## src/rtl/sos_defs.svh

```systemverilog
// Register offsets, reset values and limits of the status output selector
`ifndef SOS_DEFS_SVH
`define SOS_DEFS_SVH
// Register word offsets on the register port
`define SOS_OFS_SEL_BASE 5'h00
`define SOS_OFS_DET_FREQ 5'h08
`define SOS_OFS_DET_BAND 5'h09
`define SOS_OFS_MAX_FREQ 5'h0A
`define SOS_OFS_STALL_LEVEL 5'h0B
`define SOS_OFS_OL_LEVEL 5'h0C
`define SOS_OFS_MOTOR_RATED 5'h0D
`define SOS_OFS_STALL_DC 5'h0E
`define SOS_OFS_OH_LIMIT 5'h0F
`define SOS_OFS_ESTOP_CFG 5'h10
`define SOS_OFS_STATUS 5'h11
`define SOS_OFS_ITEMS 5'h12
// Field positions
`define SOS_ESTOP_EN_BIT 4
`define SOS_STATUS_ESTOP_BIT 8
// Reset selections of the eight outputs
`define SOS_RST_SEL1 5'h11
`define SOS_RST_SEL2 5'h13
`define SOS_RST_SEL3 5'h14
`define SOS_RST_SEL4 5'h0D
`define SOS_RST_SEL5 5'h12
`define SOS_RST_SEL6 5'h00
`define SOS_RST_SEL7 5'h00
`define SOS_RST_SEL8 5'h00
// Reset values of the setting registers
`define SOS_RST_DET_FREQ 16'h0000
`define SOS_RST_DET_BAND 16'h0000
`define SOS_RST_MAX_FREQ 16'h1770
`define SOS_RST_STALL_LEVEL 8'h64
`define SOS_RST_OL_LEVEL 16'hFFFF
`define SOS_RST_MOTOR_RATED 16'h0064
`define SOS_RST_STALL_DC 16'hFFFF
`define SOS_RST_OH_LIMIT 16'hFFFF
`define SOS_RST_ESTOP_CFG 5'h00
// Stall level limits in percent and the percent scale
`define SOS_STALL_MIN 8'h1E
`define SOS_STALL_MAX 8'h96
`define SOS_PCT_SCALE 24'h000064
// Number of input terminals that can carry the emergency stop
`define SOS_TERM_COUNT 4'hF
`endif

```

## src/rtl/sos_pkg.sv

```systemverilog
// Types shared by the status output selector modules
package sos_pkg;

	// Status items that an auxiliary output can show
	typedef enum logic [4:0] {
		ITEM_NONE = 5'h00,
		ITEM_CMD_REACHED = 5'h01,
		ITEM_TARGET_REACHED = 5'h02,
		ITEM_FREQ_MATCH = 5'h03,
		ITEM_ABOVE = 5'h04,
		ITEM_BELOW = 5'h05,
		ITEM_OL_WARN = 5'h06,
		ITEM_DRIVE_OL = 5'h07,
		ITEM_STALL = 5'h08,
		ITEM_LINK_OV = 5'h09,
		ITEM_UNDERVOLT = 5'h0A,
		ITEM_OVERHEAT = 5'h0B,
		ITEM_LOST_CMD = 5'h0C,
		ITEM_RUN = 5'h0D,
		ITEM_STOP = 5'h0E,
		ITEM_STEADY = 5'h0F,
		ITEM_SPEED_SEARCH = 5'h10,
		ITEM_READY = 5'h11,
		ITEM_WARNING = 5'h12,
		ITEM_FAN_RUN = 5'h13,
		ITEM_NORMAL = 5'h14,
		ITEM_OVERCURRENT = 5'h15,
		ITEM_MV_RUN = 5'h16
	} sos_item_t;

	// Frequency, current and voltage values share one width
	typedef logic [15:0] sos_value_t;

	// One bit per item code
	typedef logic [22:0] sos_items_t;

endpackage : sos_pkg

```

## src/rtl/sos_item_if.sv

```systemverilog
// Item vector carried from the item logic to the output selectors
`timescale 1ns/100ps
`default_nettype none
interface sos_item_if;
	import sos_pkg::*;
	sos_items_t item;
	// Producer of the items
	modport src (output item);
	// Consumer that picks one item
	modport snk (input item);
endinterface : sos_item_if
`default_nettype wire

```

## src/rtl/sos_freq_cmp.sv

```systemverilog
// Five frequency detection comparisons sharing one frequency and band
`timescale 1ns/100ps
`default_nettype none
module sos_freq_cmp
	import sos_pkg::*;
(
	// Frequencies in one common unit
	input wire sos_value_t cmd_freq_i,
	input wire sos_value_t out_freq_i,
	input wire sos_value_t det_freq_i,
	input wire sos_value_t det_band_i,
	// Deceleration selects the lowered threshold
	input wire logic decel_i,
	// Detection results
	output logic cmd_reached_o,
	output logic target_reached_o,
	output logic match_o,
	output logic above_o,
	output logic below_o
);
	sos_value_t err_cmd;
	sos_value_t err_det;
	logic [17:0] out_x2_band;
	logic [17:0] det_x2;

	// Doubling the error avoids losing the odd half of the band
	assign err_cmd = (cmd_freq_i > out_freq_i) ? cmd_freq_i - out_freq_i : out_freq_i - cmd_freq_i;
	assign err_det = (det_freq_i > out_freq_i) ? det_freq_i - out_freq_i : out_freq_i - det_freq_i;
	assign out_x2_band = {1'b0, out_freq_i, 1'b0} + {2'h0, det_band_i};
	assign det_x2 = {1'b0, det_freq_i, 1'b0};

	// Window comparisons
	assign cmd_reached_o = {err_cmd, 1'b0} <= {1'b0, det_band_i};
	assign match_o = {err_det, 1'b0} <= {1'b0, det_band_i};
	assign target_reached_o = cmd_reached_o && match_o;

	// Threshold comparisons, lowered by half the band while slowing down
	assign above_o = decel_i ? (out_x2_band > det_x2) : (out_freq_i >= det_freq_i);
	assign below_o = decel_i ? (out_x2_band < det_x2) : (out_freq_i <= det_freq_i);

endmodule : sos_freq_cmp
`default_nettype wire

```

## src/rtl/sos_aux_out.sv

```systemverilog
// One auxiliary contact output that shows the selected item
`timescale 1ns/100ps
`default_nettype none
module sos_aux_out
	import sos_pkg::*;
(
	// Clock and reset
	input wire logic ref_clk_i,
	input wire logic reset_n_i,
	// Selection and item vector
	input wire logic [4:0] sel_i,
	sos_item_if.snk items,
	// Contact drive
	output logic aux_o
);
	// Codes past the last item act like none
	always_ff @(posedge ref_clk_i or negedge reset_n_i) begin
		if (!reset_n_i) begin
			aux_o <= 1'b0;
		end else if (sel_i == ITEM_NONE || sel_i > ITEM_MV_RUN) begin
			aux_o <= 1'b0;
		end else begin
			aux_o <= items.item[sel_i];
		end
	end
endmodule : sos_aux_out
`default_nettype wire

```

## src/rtl/sos_top.sv

```systemverilog
// Status output selector: eight auxiliary contacts driven from drive status
// Function
// - Eight outputs, own select each, none stays off
// - Reset selects ready, fan, normal, run, warning
// - Command reached within half the band
// - Target reached needs command reached and match
// - Match: detect frequency within half band
// - Above: accel at least, decel above lowered
// - Below: accel at most, decel below lowered
// - Detect frequency, band limited to maximum frequency
// - Overload warning: running and current above level
// - Drive overload and overcurrent faults shown
// - Link overvoltage and input undervoltage shown
// - Overheat when cell temperature exceeds limit
// - Stall item: stall prevention while running
// - Stall by current, by link volts decelerating
// - Stall level 30 to 150 percent, default 100
// - Lost command item follows command loss
// - Run held off during braking and bypass
// - Stop, steady and speed search items
// - Ready follows control power, fan follows HV
// - Warning from transformer heat or door open
// - Normal: cell link healthy and drive operable
// - MV run stays on through bypass switchover
// - Assignable input terminal acts as emergency stop
//
// Design decisions made here: the address-and-strobe port and the register addresses.
`timescale 1ns/100ps
`default_nettype none
`include "sos_defs.svh"
module sos_top
	import sos_pkg::*;
(
	// Clock and reset
	input wire logic ref_clk_i,
	input wire logic reset_n_i,
	// Register port
	input wire logic [4:0] addr_i,
	input wire logic [31:0] wr_data_i,
	input wire logic wr_en_i,
	input wire logic rd_en_i,
	output logic [31:0] rd_data_o,
	// Measured values from the drive control
	input wire sos_value_t cmd_freq_i,
	input wire sos_value_t out_freq_i,
	input wire sos_value_t out_current_i,
	input wire sos_value_t cell_dc_volt_i,
	input wire sos_value_t cell_temp_i,
	// Operating state from the drive control
	input wire logic running_i,
	input wire logic accel_i,
	input wire logic decel_i,
	input wire logic dc_brake_i,
	input wire logic bypass_switch_i,
	input wire logic speed_search_active_i,
	input wire logic lost_cmd_i,
	// Faults and warnings from the drive control
	input wire logic drive_overload_i,
	input wire logic overcurrent_fault_i,
	input wire logic link_overvoltage_i,
	input wire logic input_undervoltage_fault_i,
	input wire logic transformer_overheat_warning_i,
	input wire logic door_open_warning_i,
	// Power and cell link state
	input wire logic control_power_i,
	input wire logic hv_power_i,
	input wire logic cell_link_ok_i,
	input wire logic operable_i,
	// Multi-function input terminals from pins
	input wire logic [14:0] mfi_i,
	// Contact outputs and emergency stop
	output logic [7:0] aux_o,
	output logic emergency_stop_o
);
	localparam logic [4:0] RST_SEL [8] = '{`SOS_RST_SEL1, `SOS_RST_SEL2, `SOS_RST_SEL3,
		`SOS_RST_SEL4, `SOS_RST_SEL5, `SOS_RST_SEL6, `SOS_RST_SEL7, `SOS_RST_SEL8};

	// Settings
	logic [4:0] sel [8];
	sos_value_t detect_frequency;
	sos_value_t detect_bandwidth;
	sos_value_t max_freq;
	logic [7:0] stall_level;
	sos_value_t ol_level;
	sos_value_t motor_rated;
	sos_value_t stall_dc_limit;
	sos_value_t oh_limit;
	logic [4:0] estop_cfg;
	// Registered inputs
	sos_value_t q_cmd;
	sos_value_t q_out;
	sos_value_t q_cur;
	sos_value_t q_dc;
	sos_value_t q_temp;
	logic q_running;
	logic q_accel;
	logic q_decel;
	logic q_brake;
	logic q_bypass;
	logic q_search;
	logic q_lost;
	logic q_iol;
	logic q_oct;
	logic q_ov;
	logic q_uv;
	logic q_tohw;
	logic q_door;
	logic q_ctrl_pwr;
	logic q_hv;
	logic q_link_ok;
	logic q_operable;
	// Pin synchroniser
	logic [14:0] mfi_meta;
	logic [14:0] mfi_sync;
	// Derived terms
	logic fd_cmd;
	logic fd_target;
	logic fd_match;
	logic fd_above;
	logic fd_below;
	logic stall_active;
	logic [23:0] cur_pct;
	logic [23:0] stall_limit;
	sos_value_t wr_value;
	logic [7:0] wr_stall;
	logic [31:0] next_rd_data;

	sos_item_if items ();

	////////////////////////////////////////////////////////////////////////////////
	// Input stage

	// All status sampled once so every item sees one coherent snapshot
	always_ff @(posedge ref_clk_i or negedge reset_n_i) begin
		if (!reset_n_i) begin
			q_cmd <= 16'h0000;
			q_out <= 16'h0000;
			q_cur <= 16'h0000;
			q_dc <= 16'h0000;
			q_temp <= 16'h0000;
			{q_running, q_accel, q_decel, q_brake, q_bypass, q_search, q_lost} <= 7'h00;
			{q_iol, q_oct, q_ov, q_uv, q_tohw, q_door} <= 6'h00;
			{q_ctrl_pwr, q_hv, q_link_ok, q_operable} <= 4'h0;
		end else begin
			q_cmd <= cmd_freq_i;
			q_out <= out_freq_i;
			q_cur <= out_current_i;
			q_dc <= cell_dc_volt_i;
			q_temp <= cell_temp_i;
			{q_running, q_accel, q_decel, q_brake} <= {running_i, accel_i, decel_i, dc_brake_i};
			{q_bypass, q_search, q_lost} <= {bypass_switch_i, speed_search_active_i, lost_cmd_i};
			{q_iol, q_oct, q_ov} <= {drive_overload_i, overcurrent_fault_i, link_overvoltage_i};
			{q_uv, q_tohw, q_door} <= {input_undervoltage_fault_i,
				transformer_overheat_warning_i, door_open_warning_i};
			{q_ctrl_pwr, q_hv, q_link_ok, q_operable} <= {control_power_i, hv_power_i,
				cell_link_ok_i, operable_i};
		end
	end

	// Terminals come from pins, so two stages before any use
	always_ff @(posedge ref_clk_i or negedge reset_n_i) begin
		if (!reset_n_i) begin
			mfi_meta <= 15'h0000;
			mfi_sync <= 15'h0000;
		end else begin
			mfi_meta <= mfi_i;
			mfi_sync <= mfi_meta;
		end
	end

	////////////////////////////////////////////////////////////////////////////////
	// Register write

	// Frequency settings may not exceed the maximum frequency
	assign wr_value = (wr_data_i[15:0] > max_freq) ? max_freq : wr_data_i[15:0];
	// Stall level pinned into its legal percent range
	assign wr_stall = (wr_data_i[31:8] != 24'h000000) ? `SOS_STALL_MAX :
		(wr_data_i[7:0] < `SOS_STALL_MIN) ? `SOS_STALL_MIN :
		(wr_data_i[7:0] > `SOS_STALL_MAX) ? `SOS_STALL_MAX : wr_data_i[7:0];

	// Output selections
	always_ff @(posedge ref_clk_i or negedge reset_n_i) begin
		if (!reset_n_i) begin
			sel <= RST_SEL;
		end else if (wr_en_i && addr_i[4:3] == 2'h0) begin
			sel[addr_i[2:0]] <= wr_data_i[4:0];
		end
	end

	// Detection, protection and terminal settings
	always_ff @(posedge ref_clk_i or negedge reset_n_i) begin
		if (!reset_n_i) begin
			detect_frequency <= `SOS_RST_DET_FREQ;
			detect_bandwidth <= `SOS_RST_DET_BAND;
			max_freq <= `SOS_RST_MAX_FREQ;
			stall_level <= `SOS_RST_STALL_LEVEL;
			ol_level <= `SOS_RST_OL_LEVEL;
			motor_rated <= `SOS_RST_MOTOR_RATED;
			stall_dc_limit <= `SOS_RST_STALL_DC;
			oh_limit <= `SOS_RST_OH_LIMIT;
			estop_cfg <= `SOS_RST_ESTOP_CFG;
		end else if (wr_en_i) begin
			case (addr_i)
				`SOS_OFS_DET_FREQ: detect_frequency <= wr_value;
				`SOS_OFS_DET_BAND: detect_bandwidth <= wr_value;
				`SOS_OFS_MAX_FREQ: max_freq <= wr_data_i[15:0];
				`SOS_OFS_STALL_LEVEL: stall_level <= wr_stall;
				`SOS_OFS_OL_LEVEL: ol_level <= wr_data_i[15:0];
				`SOS_OFS_MOTOR_RATED: motor_rated <= wr_data_i[15:0];
				`SOS_OFS_STALL_DC: stall_dc_limit <= wr_data_i[15:0];
				`SOS_OFS_OH_LIMIT: oh_limit <= wr_data_i[15:0];
				`SOS_OFS_ESTOP_CFG: estop_cfg <= wr_data_i[4:0];
				default: ;
			endcase
		end
	end

	////////////////////////////////////////////////////////////////////////////////
	// Register read

	// Unmapped offsets read zero
	always_comb begin
		next_rd_data = 32'h00000000;
		if (addr_i[4:3] == 2'h0) begin
			next_rd_data = {27'h0000000, sel[addr_i[2:0]]};
		end else begin
			case (addr_i)
				`SOS_OFS_DET_FREQ: next_rd_data = {16'h0000, detect_frequency};
				`SOS_OFS_DET_BAND: next_rd_data = {16'h0000, detect_bandwidth};
				`SOS_OFS_MAX_FREQ: next_rd_data = {16'h0000, max_freq};
				`SOS_OFS_STALL_LEVEL: next_rd_data = {24'h000000, stall_level};
				`SOS_OFS_OL_LEVEL: next_rd_data = {16'h0000, ol_level};
				`SOS_OFS_MOTOR_RATED: next_rd_data = {16'h0000, motor_rated};
				`SOS_OFS_STALL_DC: next_rd_data = {16'h0000, stall_dc_limit};
				`SOS_OFS_OH_LIMIT: next_rd_data = {16'h0000, oh_limit};
				`SOS_OFS_ESTOP_CFG: next_rd_data = {27'h0000000, estop_cfg};
				`SOS_OFS_STATUS: next_rd_data = {23'h000000, emergency_stop_o, aux_o};
				`SOS_OFS_ITEMS: next_rd_data = {9'h000, items.item};
				default: next_rd_data = 32'h00000000;
			endcase
		end
	end

	// Read data stand only in the cycle after the strobe
	always_ff @(posedge ref_clk_i or negedge reset_n_i) begin
		if (!reset_n_i) begin
			rd_data_o <= 32'h00000000;
		end else begin
			rd_data_o <= rd_en_i ? next_rd_data : 32'h00000000;
		end
	end

	////////////////////////////////////////////////////////////////////////////////
	// Item logic

	// Only deceleration without acceleration lowers the threshold
	sos_freq_cmp u_freq_cmp (
		.cmd_freq_i(q_cmd),
		.out_freq_i(q_out),
		.det_freq_i(detect_frequency),
		.det_band_i(detect_bandwidth),
		.decel_i(q_decel && !q_accel),
		.cmd_reached_o(fd_cmd),
		.target_reached_o(fd_target),
		.match_o(fd_match),
		.above_o(fd_above),
		.below_o(fd_below)
	);

	// Stall by current in percent of rated, or by link volts when slowing
	assign cur_pct = {8'h00, q_cur} * `SOS_PCT_SCALE;
	assign stall_limit = {8'h00, motor_rated} * {16'h0000, stall_level};
	assign stall_active = (q_decel && !q_accel) ? (q_dc > stall_dc_limit) : (cur_pct > stall_limit);

	// Item vector, bit index equals the item code
	always_comb begin
		items.item = 23'h000000;
		items.item[ITEM_CMD_REACHED] = fd_cmd;
		items.item[ITEM_TARGET_REACHED] = fd_target;
		items.item[ITEM_FREQ_MATCH] = fd_match;
		items.item[ITEM_ABOVE] = fd_above;
		items.item[ITEM_BELOW] = fd_below;
		items.item[ITEM_OL_WARN] = q_running && (q_cur > ol_level);
		items.item[ITEM_DRIVE_OL] = q_iol;
		items.item[ITEM_OVERCURRENT] = q_oct;
		items.item[ITEM_STALL] = q_running && stall_active;
		items.item[ITEM_LINK_OV] = q_ov;
		items.item[ITEM_UNDERVOLT] = q_uv;
		items.item[ITEM_OVERHEAT] = q_temp > oh_limit;
		items.item[ITEM_LOST_CMD] = q_lost;
		items.item[ITEM_RUN] = q_running && !q_brake && !q_bypass;
		items.item[ITEM_STOP] = !q_running;
		items.item[ITEM_STEADY] = q_running && !q_accel && !q_decel;
		items.item[ITEM_SPEED_SEARCH] = q_search;
		items.item[ITEM_READY] = q_ctrl_pwr;
		items.item[ITEM_FAN_RUN] = q_hv;
		items.item[ITEM_WARNING] = q_tohw || q_door;
		items.item[ITEM_NORMAL] = q_link_ok && q_operable;
		items.item[ITEM_MV_RUN] = q_running && !q_brake;
	end

	////////////////////////////////////////////////////////////////////////////////
	// Outputs

	// One selector per contact
	for (genvar g = 0; g < 8; g++) begin : g_aux
		sos_aux_out u_aux (
			.ref_clk_i(ref_clk_i),
			.reset_n_i(reset_n_i),
			.sel_i(sel[g]),
			.items(items.snk),
			.aux_o(aux_o[g])
		);
	end

	// Emergency stop from the chosen terminal; terminal codes past the last read off
	always_ff @(posedge ref_clk_i or negedge reset_n_i) begin
		if (!reset_n_i) begin
			emergency_stop_o <= 1'b0;
		end else begin
			emergency_stop_o <= estop_cfg[`SOS_ESTOP_EN_BIT] && (estop_cfg[3:0] < `SOS_TERM_COUNT)
				&& mfi_sync[estop_cfg[3:0]];
		end
	end

	////////////////////////////////////////////////////////////////////////////////
	// Checks

	AST_SEL_RESET: assert property (@(posedge ref_clk_i)
		$rose(reset_n_i) |-> sel[0] == ITEM_READY && sel[1] == ITEM_FAN_RUN
		&& sel[2] == ITEM_NORMAL && sel[3] == ITEM_RUN && sel[4] == ITEM_WARNING
		&& sel[5] == ITEM_NONE && sel[6] == ITEM_NONE && sel[7] == ITEM_NONE)
		else $error("output selections not at defaults after reset");

	AST_NONE_QUIET: assert property (@(posedge ref_clk_i) disable iff (!reset_n_i)
		sel[6] == ITEM_NONE |=> !aux_o[6])
		else $error("output with no selection is active");

	AST_CMD_REACH: assert property (@(posedge ref_clk_i) disable iff (!reset_n_i)
		sel[0] == ITEM_CMD_REACHED |=> aux_o[0] ==
		$past(((q_cmd > q_out) ? q_cmd - q_out : q_out - q_cmd) <= (detect_bandwidth >> 1)))
		else $error("command reached output wrong");

	AST_TARGET_REACH: assert property (@(posedge ref_clk_i) disable iff (!reset_n_i)
		items.item[ITEM_TARGET_REACHED] |-> items.item[ITEM_CMD_REACHED]
		&& items.item[ITEM_FREQ_MATCH])
		else $error("target reached without both conditions");

	AST_MATCH: assert property (@(posedge ref_clk_i) disable iff (!reset_n_i)
		items.item[ITEM_FREQ_MATCH] ==
		(((detect_frequency > q_out) ? detect_frequency - q_out : q_out - detect_frequency)
		<= (detect_bandwidth >> 1)))
		else $error("frequency match wrong");

	AST_ABOVE_DECEL: assert property (@(posedge ref_clk_i) disable iff (!reset_n_i)
		(q_decel && !q_accel) |-> items.item[ITEM_ABOVE] ==
		(18'({q_out, 1'b0}) + 18'(detect_bandwidth) > 18'({detect_frequency, 1'b0})))
		else $error("above detection wrong while decelerating");

	AST_BELOW_ACCEL: assert property (@(posedge ref_clk_i) disable iff (!reset_n_i)
		!q_decel |-> items.item[ITEM_BELOW] == (q_out <= detect_frequency))
		else $error("below detection wrong at accel or constant speed");

	AST_FREQ_LIMIT: assert property (@(posedge ref_clk_i) disable iff (!reset_n_i)
		wr_en_i && addr_i == `SOS_OFS_DET_BAND |=> detect_bandwidth <= $past(max_freq))
		else $error("detection band above maximum frequency");

	AST_OVERLOAD: assert property (@(posedge ref_clk_i) disable iff (!reset_n_i)
		sel[1] == ITEM_OL_WARN && $past(!running_i, 1) |=> !aux_o[1])
		else $error("overload warning while stopped");

	AST_STALL_RANGE: assert property (@(posedge ref_clk_i) disable iff (!reset_n_i)
		stall_level >= `SOS_STALL_MIN && stall_level <= `SOS_STALL_MAX)
		else $error("stall level outside its range");

	AST_RUN_HOLD: assert property (@(posedge ref_clk_i) disable iff (!reset_n_i)
		(dc_brake_i || bypass_switch_i) ##1 sel[3] == ITEM_RUN |=> !aux_o[3])
		else $error("run output during braking or bypass");

	AST_MV_RUN: assert property (@(posedge ref_clk_i) disable iff (!reset_n_i)
		q_running && q_bypass && !q_brake |-> items.item[ITEM_MV_RUN])
		else $error("MV run dropped during bypass switchover");

	AST_ESTOP: assert property (@(posedge ref_clk_i) disable iff (!reset_n_i)
		emergency_stop_o |-> $past(estop_cfg[`SOS_ESTOP_EN_BIT])
		&& $past(mfi_sync[estop_cfg[3:0]]))
		else $error("emergency stop without its terminal");

	AST_LATENCY: assert property (@(posedge ref_clk_i) disable iff (!reset_n_i)
		sel[4] == ITEM_READY ##1 sel[4] == ITEM_READY |-> aux_o[4] == $past(control_power_i, 2))
		else $error("output not two edges behind its input");

endmodule : sos_top
`default_nettype wire

```

## config.mk

```make
export PLATFORM = sky130hd
export DESIGN_NAME = sos_top
export DESIGN_NICKNAME = d
export VERILOG_FILES = /design/src/rtl/sos_pkg.sv /design/src/rtl/sos_item_if.sv /design/src/rtl/sos_freq_cmp.sv /design/src/rtl/sos_aux_out.sv /design/src/rtl/sos_top.sv
export VERILOG_INCLUDE_DIRS = /design/src /design/src/rtl
export SDC_FILE = /design/constraint.sdc
export NUM_CORES = 1
export LEC_CHECK = 0
export BUFFER_PORTS_ARGS = -buffer_cell sky130_fd_sc_hd__buf_2
export CAP_MARGIN = 5
export CORE_UTILIZATION = 53
export DETAILED_ROUTE_END_ITERATION = 10
export PLACE_DENSITY = 0.71
export SLEW_MARGIN = 20
export SYNTH_ARGS = -nofsm -noshare
export SYNTH_HDL_FRONTEND = slang
export SYNTH_SLANG_ARGS = --single-unit
export TNS_END_PERCENT = 30
```

## constraint.sdc

```tcl
create_clock -name ref_clk_i -period 16.9 [get_ports ref_clk_i]
set_input_delay 1.69 -clock ref_clk_i [delete_from_list [all_inputs] [get_ports ref_clk_i]]
set_output_delay 1.69 -clock ref_clk_i [all_outputs]
set_load 0.005 [all_outputs]
```

### Word-level counts from Yosys, hierarchy flattened

Cells that the tools add are included.
W data, S select, Z words.

* bitwise operators: 1
* add/sub/neg operators: 5
* div/mod/pow operators: 0
* multiply operators: 2
* $lt $le $gt $ge: 35
* reductions and logical operators: 46
* muxes and demuxes: 44
* shift-type cells: 0
* eq/ne operators: 11

Operators by type and width (count)
* $pmux W23 S11: 1
* $gt A16 B16 Y1: 6
* $sub A16 B16 Y16: 4
* $lt A5 B6 Y1 const B: 8
* $mux W16: 3
* $bmux W1 S5: 8
* $bwmux W40: 1
* $eq A5 B4 Y1 const B: 8
* $gt A5 B5 Y1 const B: 8
* $logic_not A5 Y1: 8
* $le A17 B16 Y1: 2
* $mux W32: 1
* $gt A23 B24 Y1: 1
* $mul A16 B8 Y24: 1
* $mux W8: 3
* $reduce_bool A24 Y1: 1
* $mux W23: 1
* $mul A16 B5 Y21 const B: 1
* $mux W1: 20
* $add A17 B16 Y18: 1
* $gt A18 B17 Y1: 1
* $lt A18 B17 Y1: 1
* $reduce_and A2 Y1: 9
* $ge A16 B16 Y1: 1
* other kinds (17): 45

* bits in latches: 0
* memories: 0
* word-level logic and storage cells: 195
* RAM bits: 0
* flip-flop bits (word level): 333
* input bits: 153
* ROM bits: 0
* output and inout bits: 41

### Logic depth before layout (Yosys ltp)

* depth after elaboration: 7
* gate-level depth with buffers: 32
* depth with buffers taken out: 31

### Cells and area by module

Synthesis repeated with hierarchy kept, for this count alone.

* cells, all modules: 2565
* area, all modules: 26125.1 µm²

By module, submodules not included
* sos_top: seq. area each 7998.9 µm², area an instance 19424.9 µm², times used 1, cells an instance 1733
* sos_freq_cmp: seq. area each 0.0 µm², area an instance 4708.3 µm², times used 1, cells an instance 648
* sos_aux_out: seq. area each 25.0 µm², area an instance 249.0 µm², times used 8, cells an instance 23

### Worst setup path after synthesis

Ideal clock, no wire load.

* path kind: flip-flop to flip-flop
* start: reg stall_level[5]
* end: reg g_aux[3].u_aux.aux_o
* data arrival time: 7.178 ns
* setup time: 0.128 ns
* cell stages (with the launch flop): 31
* buffers on the path: 1
* data required time: 16.772 ns
* path slack: 9.595 ns
* period minus slack after synthesis: 7.305 ns
* path through: dfstp_2 -> clkbuf_1 -> and2_1 -> fa_1 -> fa_1 -> fa_1 -> inv_1 -> fa_1 -> inv_1 -> ha_1 -> a2111oi_0 -> o21ai_1 -> a41oi_1 -> o31a_1 -> o21bai_1 -> a211oi_1 -> nor2b_1 -> o21ai_0 -> nand2b_1 -> xnor2_1 -> ha_1 -> a21o_1 -> a21oi_1 -> o221ai_1 -> a2111oi_0 -> nor3_1 -> a31oi_2 -> nor3_1 -> a221o_1 -> a31oi_1 -> nand3_1

* longest elaborated chain between the ends: 7

Ends and longest elaborated chain
* from (decl): line sos_top.sv:83 `logic [7:0] stall_level;`
* from (signal assigned): line sos_top.sv:196 `` stall_level <= `SOS_RST_STALL_LEVEL; ``
* from (signal assigned): line sos_top.sv:207 `` `SOS_OFS_STALL_LEVEL: stall_level <= wr_stall; ``
* $mul A16 B8 Y24: line sos_top.sv:272 `assign stall_limit = {8'h00, motor_rated} * {16'h0000, stall_level};`
* $gt A23 B24 Y1: line sos_top.sv:273 `assign stall_active = (q_decel && !q_accel) ? (q_dc > stall_dc_limit) : (cur_pct > stall_limit);`
* $mux W1: line sos_top.sv:273
* $logic_and A1 B1 Y1: line sos_top.sv:286 `items.item[ITEM_STALL] = q_running && stall_active;`
* $bmux W1 S5: line sos_aux_out.sv:23 `aux_o <= items.item[sel_i];`
* $mux W1 (not written as such): line sos_aux_out.sv:23
* $mux W1: line sos_aux_out.sv:20 `end else if (sel_i == ITEM_NONE || sel_i > ITEM_MV_RUN) begin`
* to (signal assigned): line sos_aux_out.sv:23
* to (decl): line sos_aux_out.sv:14 `output logic aux_o`

No other way between the ends. The select of a mux whose other input is x is not followed.
A chain may end at the register's enable or synchronous reset.

### Worst setup path after layout

* start: reg stall_level[6]
* end: reg g_aux[3].u_aux.aux_o

The elaborated chain is that of the path after synthesis.

==> implementation parameters <==
Parameter                              Value

CTS
  Cell at the root of the clock tree    clkbuf_16
  Clock Path Buffers    3
  Inserted Clock Buffers    39
  # Post-CTS Setup Buffers    0
  CTS tree    yes
  Sinks on Clock Net    ~320
  H-tree level count    2
  Clock latency at the later pin of the worst-skew pair    590 ps
  Resized Gates After CTS    0
  Clock slew at the register clock pins of the worst setup and hold paths    60 ps
  Post-CTS Hold Buffers    0

Synthesis
  XOR/XNOR share of the synthesized area    2.373%
  Adder and majority cell fraction of the synthesized area    21.64%
  Count of distinct cell types in the synthesized netlist    82
  Post-synthesis sequential element count    324
  Number of standard cells after synthesis    roughly 2.8k
  Simple-gate portion of the synthesized area    approximately 14%
  Multiplexer share of the synthesized area    8.675%
  Leading area contributor after synthesis    dfrtp_1
  Mean instance size in the synthesized netlist    9.460 sq um
  Top cells by area, synth    dfrtp_1 (23%), ha_1 (14%), fa_1 (7.4%)
  Async set or reset register ratio after synthesis    100.0%
  Area fraction of the dominant cell type after synthesis    23.31%
  Synthesis Warnings    0
  Portion of the post-synthesis area used by sequential elements    a little under a third
  Dominant combinational cell family by area after synthesis    adder cells
  Leading register cell type out of synthesis    dfrtp_1
  Number of enable-type register cells in the synthesized netlist    0
  Post-Syn Area    26940 sq um
  Synth Area in Compound Gates    15.77%

Drt
  Total vias in the final route    ~23k
  Starting DRT DRC Count    2150
  Routed via count divided by cell count    6.189
  Total routed wirelength    85190 um
  Detailed-route DRC error count    0
  Number of antenna-violating nets in the routed design    0
  Drt pass-1 iters    5
  Routed wirelength normalized by instance count    about 23 um

Worst setup path
  Reg2Reg Launch Point    stall_level[6]
  Cell with the most instances on the worst path    fa_1
  Cell class contributing the biggest share of worst-path delay    compound AO/OA/AOI/OAI gates
  Worst r2r path cells    30
  Critical register-to-register path endpoint    g_aux[3].u_aux.aux_o
  Element type at the critical path start    flip-flop
  Delay contributed by the slowest stage of the critical path    750 ps
  Kind of critical path    reg -> reg
  Cell with the biggest individual delay on the critical path    dfstp_2
  Launch point of the critical path    stall_level[6]
  Critical Path End Type    flip-flop
  Setup slack of the worst register-to-register path    8780 ps
  Buf+Inv Stages, Crit Path    3
  Data arrival, critical path    8590 ps
  Worst Setup EP    g_aux[3].u_aux.aux_o
  Number of logic stages on the critical path including buffering    30
  Critical path data required time    ~17000 ps
  Largest driver fanout on the critical path    18

Power and ir drop
  Leakage    0.01404 uW
  Power density over cell area    122.6 nW/um^2
  Peak supply drop    0.08817 mV

STA
  Slew at the pin closest to its max-slew limit    about 1100 ps
  Max-slew headroom at the worst pin    ~24%
  Final setup vio count    0
  Max Clock Freq    123.2 MHz
  Final setup skew    18.13 ps
  Minimum clock period    8119 ps
  Final-report hold violation count    0
  Number of max-slew violations in the final report    0
  Period utilisation layout    48.04%
  Final critical-path setup slack    8781 ps
  Sum Neg Setup Slack    0 ps
  Setup repair after global routing missed its margin    false

Global routing
  Total Routing Usage GR    33.67%
  Total overflow reported by the global router    0
  First-pass GRT wire length    around 130000 um
  Maximum number of pins on one net before global-route repair    105
  Antenna violations before repair    10
  Vias in the first global route    roughly 23k

Cells and area
  Number of inserted filler cells in the final layout    roughly 4.3k
  Utilization after layout    59.33%
  Highest-count cells in the layout ignoring fill and taps    inv_1 (336), ha_1 (306), dfrtp_1 (251)
  Most common cell after layout, fill and taps aside    inv_1
  Registers with the most flip-flops    sel (40), rd_data_o (23)
  Final-stage net count    3521
  Most flops, register    sel
  Layout overhead on the synthesized area    10.50%
  Fraction of final layout cells sized beyond drive strength 1    17.81%
  Flip-flop count of the largest register, all copies and words added    40

Floorplanning
  Die W    227.5 um
  Initial Util    53.70%
  Die Outline Area    51740 sq um
  I/O pin count    between 150 and 200
  Core area    50170 sq um
  Rows    82
  Die extent in y    227.5 um

Place
  IO buf count    184
  Pre-CTS setup slack    8922 ps
  Weighted congestion at the end of routability-driven global placement    between 0.9 and 1
  HPWL after detailed placement    65870 um

Flow run
  Maxcap violations    0

Status
  Result of the run    completed

Hold path
  Path category of the worst min-delay check    reg -> reg
==> where the power goes <==
| group | switching (uW) | leakage (uW) | total [uW] | internal [uW] |
|---|---|---|---|---|
| clock network | 372 | 0.000685 | 922 | 551 |
| logic | 904 | 0.00950 | 1600 | 696 |
| registers | 220 | 0.00386 | 1130 | 908 |
| total | 1500 | 0.0140 | 3650 | 2150 |
==> cell families (layout without fill, tap and decap cells) <==
group                    after synthesis  after routing
other                                  1             15
flip-flops                           324            324
XOR/XNOR                              73             73
multiplexers                         173            173
AND/OR/NAND/NOR                      774            774
AO/OA/AOI/OAI                        616            616
buffers and inverters                481            618
adder cells (fa/ha/maj)              406            406
==> cell usage after synthesis (all sizes together), types with 8 or more instances <==
library cell	n
a2111o	8
a211oi	16
a21o	61
a21oi	123
a221oi	56
a22o	14
a22oi	29
a31oi	28
and2	112
and3	15
buf	43
clkbuf	101
dfrtp	251
dfstp	73
fa	100
ha	306
inv	336
mux2	118
mux2i	19
mux4	36
nand2	249
nand2b	27
nand3	55
nand3b	11
nand4	29
nor2	143
nor2b	25
nor3	63
nor4	15
o211ai	33
o21a	31
o21ai	121
o21bai	9
or2	8
or3	8
xnor2	50
xor2	23
==> how the worst min path moves through the flow <==
stage / startpoint / to / cells after the start
2_1_floorplan: mfi_meta[0] / mfi_sync[0] / 0
6_report: mfi_meta[4] / mfi_sync[4] / 0
4_1_cts: mfi_meta[4] / mfi_sync[4] / 0
3_3_place_gp: mfi_meta[10] / mfi_sync[10] / 0
5_1_grt: mfi_meta[6] / mfi_sync[6] / 0
3_5_place_dp: mfi_meta[4] / mfi_sync[4] / 0
==> per-layer routing <==
layer | up-vias | track usage (%) | part of all wire, %
li1 | 10210 | - | -
met1 | 11010 | 44.78 | 41
met2 | 1192 | 51.37 | 44
met3 | 302 | 8.402 | 9.6
met4 | 8 | 16.13 | 5.2
met5 | - | 0 | 0.065
==> per-stage QoR <==
step	std cells	power, uW	instance area, sq um	hold slack (ps)
final	3671	3650	29770	347.8
after global routing	3665	3901	29750	359.5
after CTS	3665	3632	29750	354.0
after detailed placement	3593	2695	28320	338.6
after global placement	3593	2633	28320	339.0
after floorplan	2856	2204	26970	331.2
==> area by class of cell <==
type	count	area, sq um	area share [%]
clock buffers	50	1067	3.585
clock inverters	22	359.1	1.206
inverters	337	1265	4.249
multi-input cells	2051	16900	56.77
well taps	672	840.8	2.824
repair buffers	209	1122	3.770
diodes	6	15.01	0.05044
flip-flops and latches	324	8199	27.54
Power figures use the tool's default switching activity.
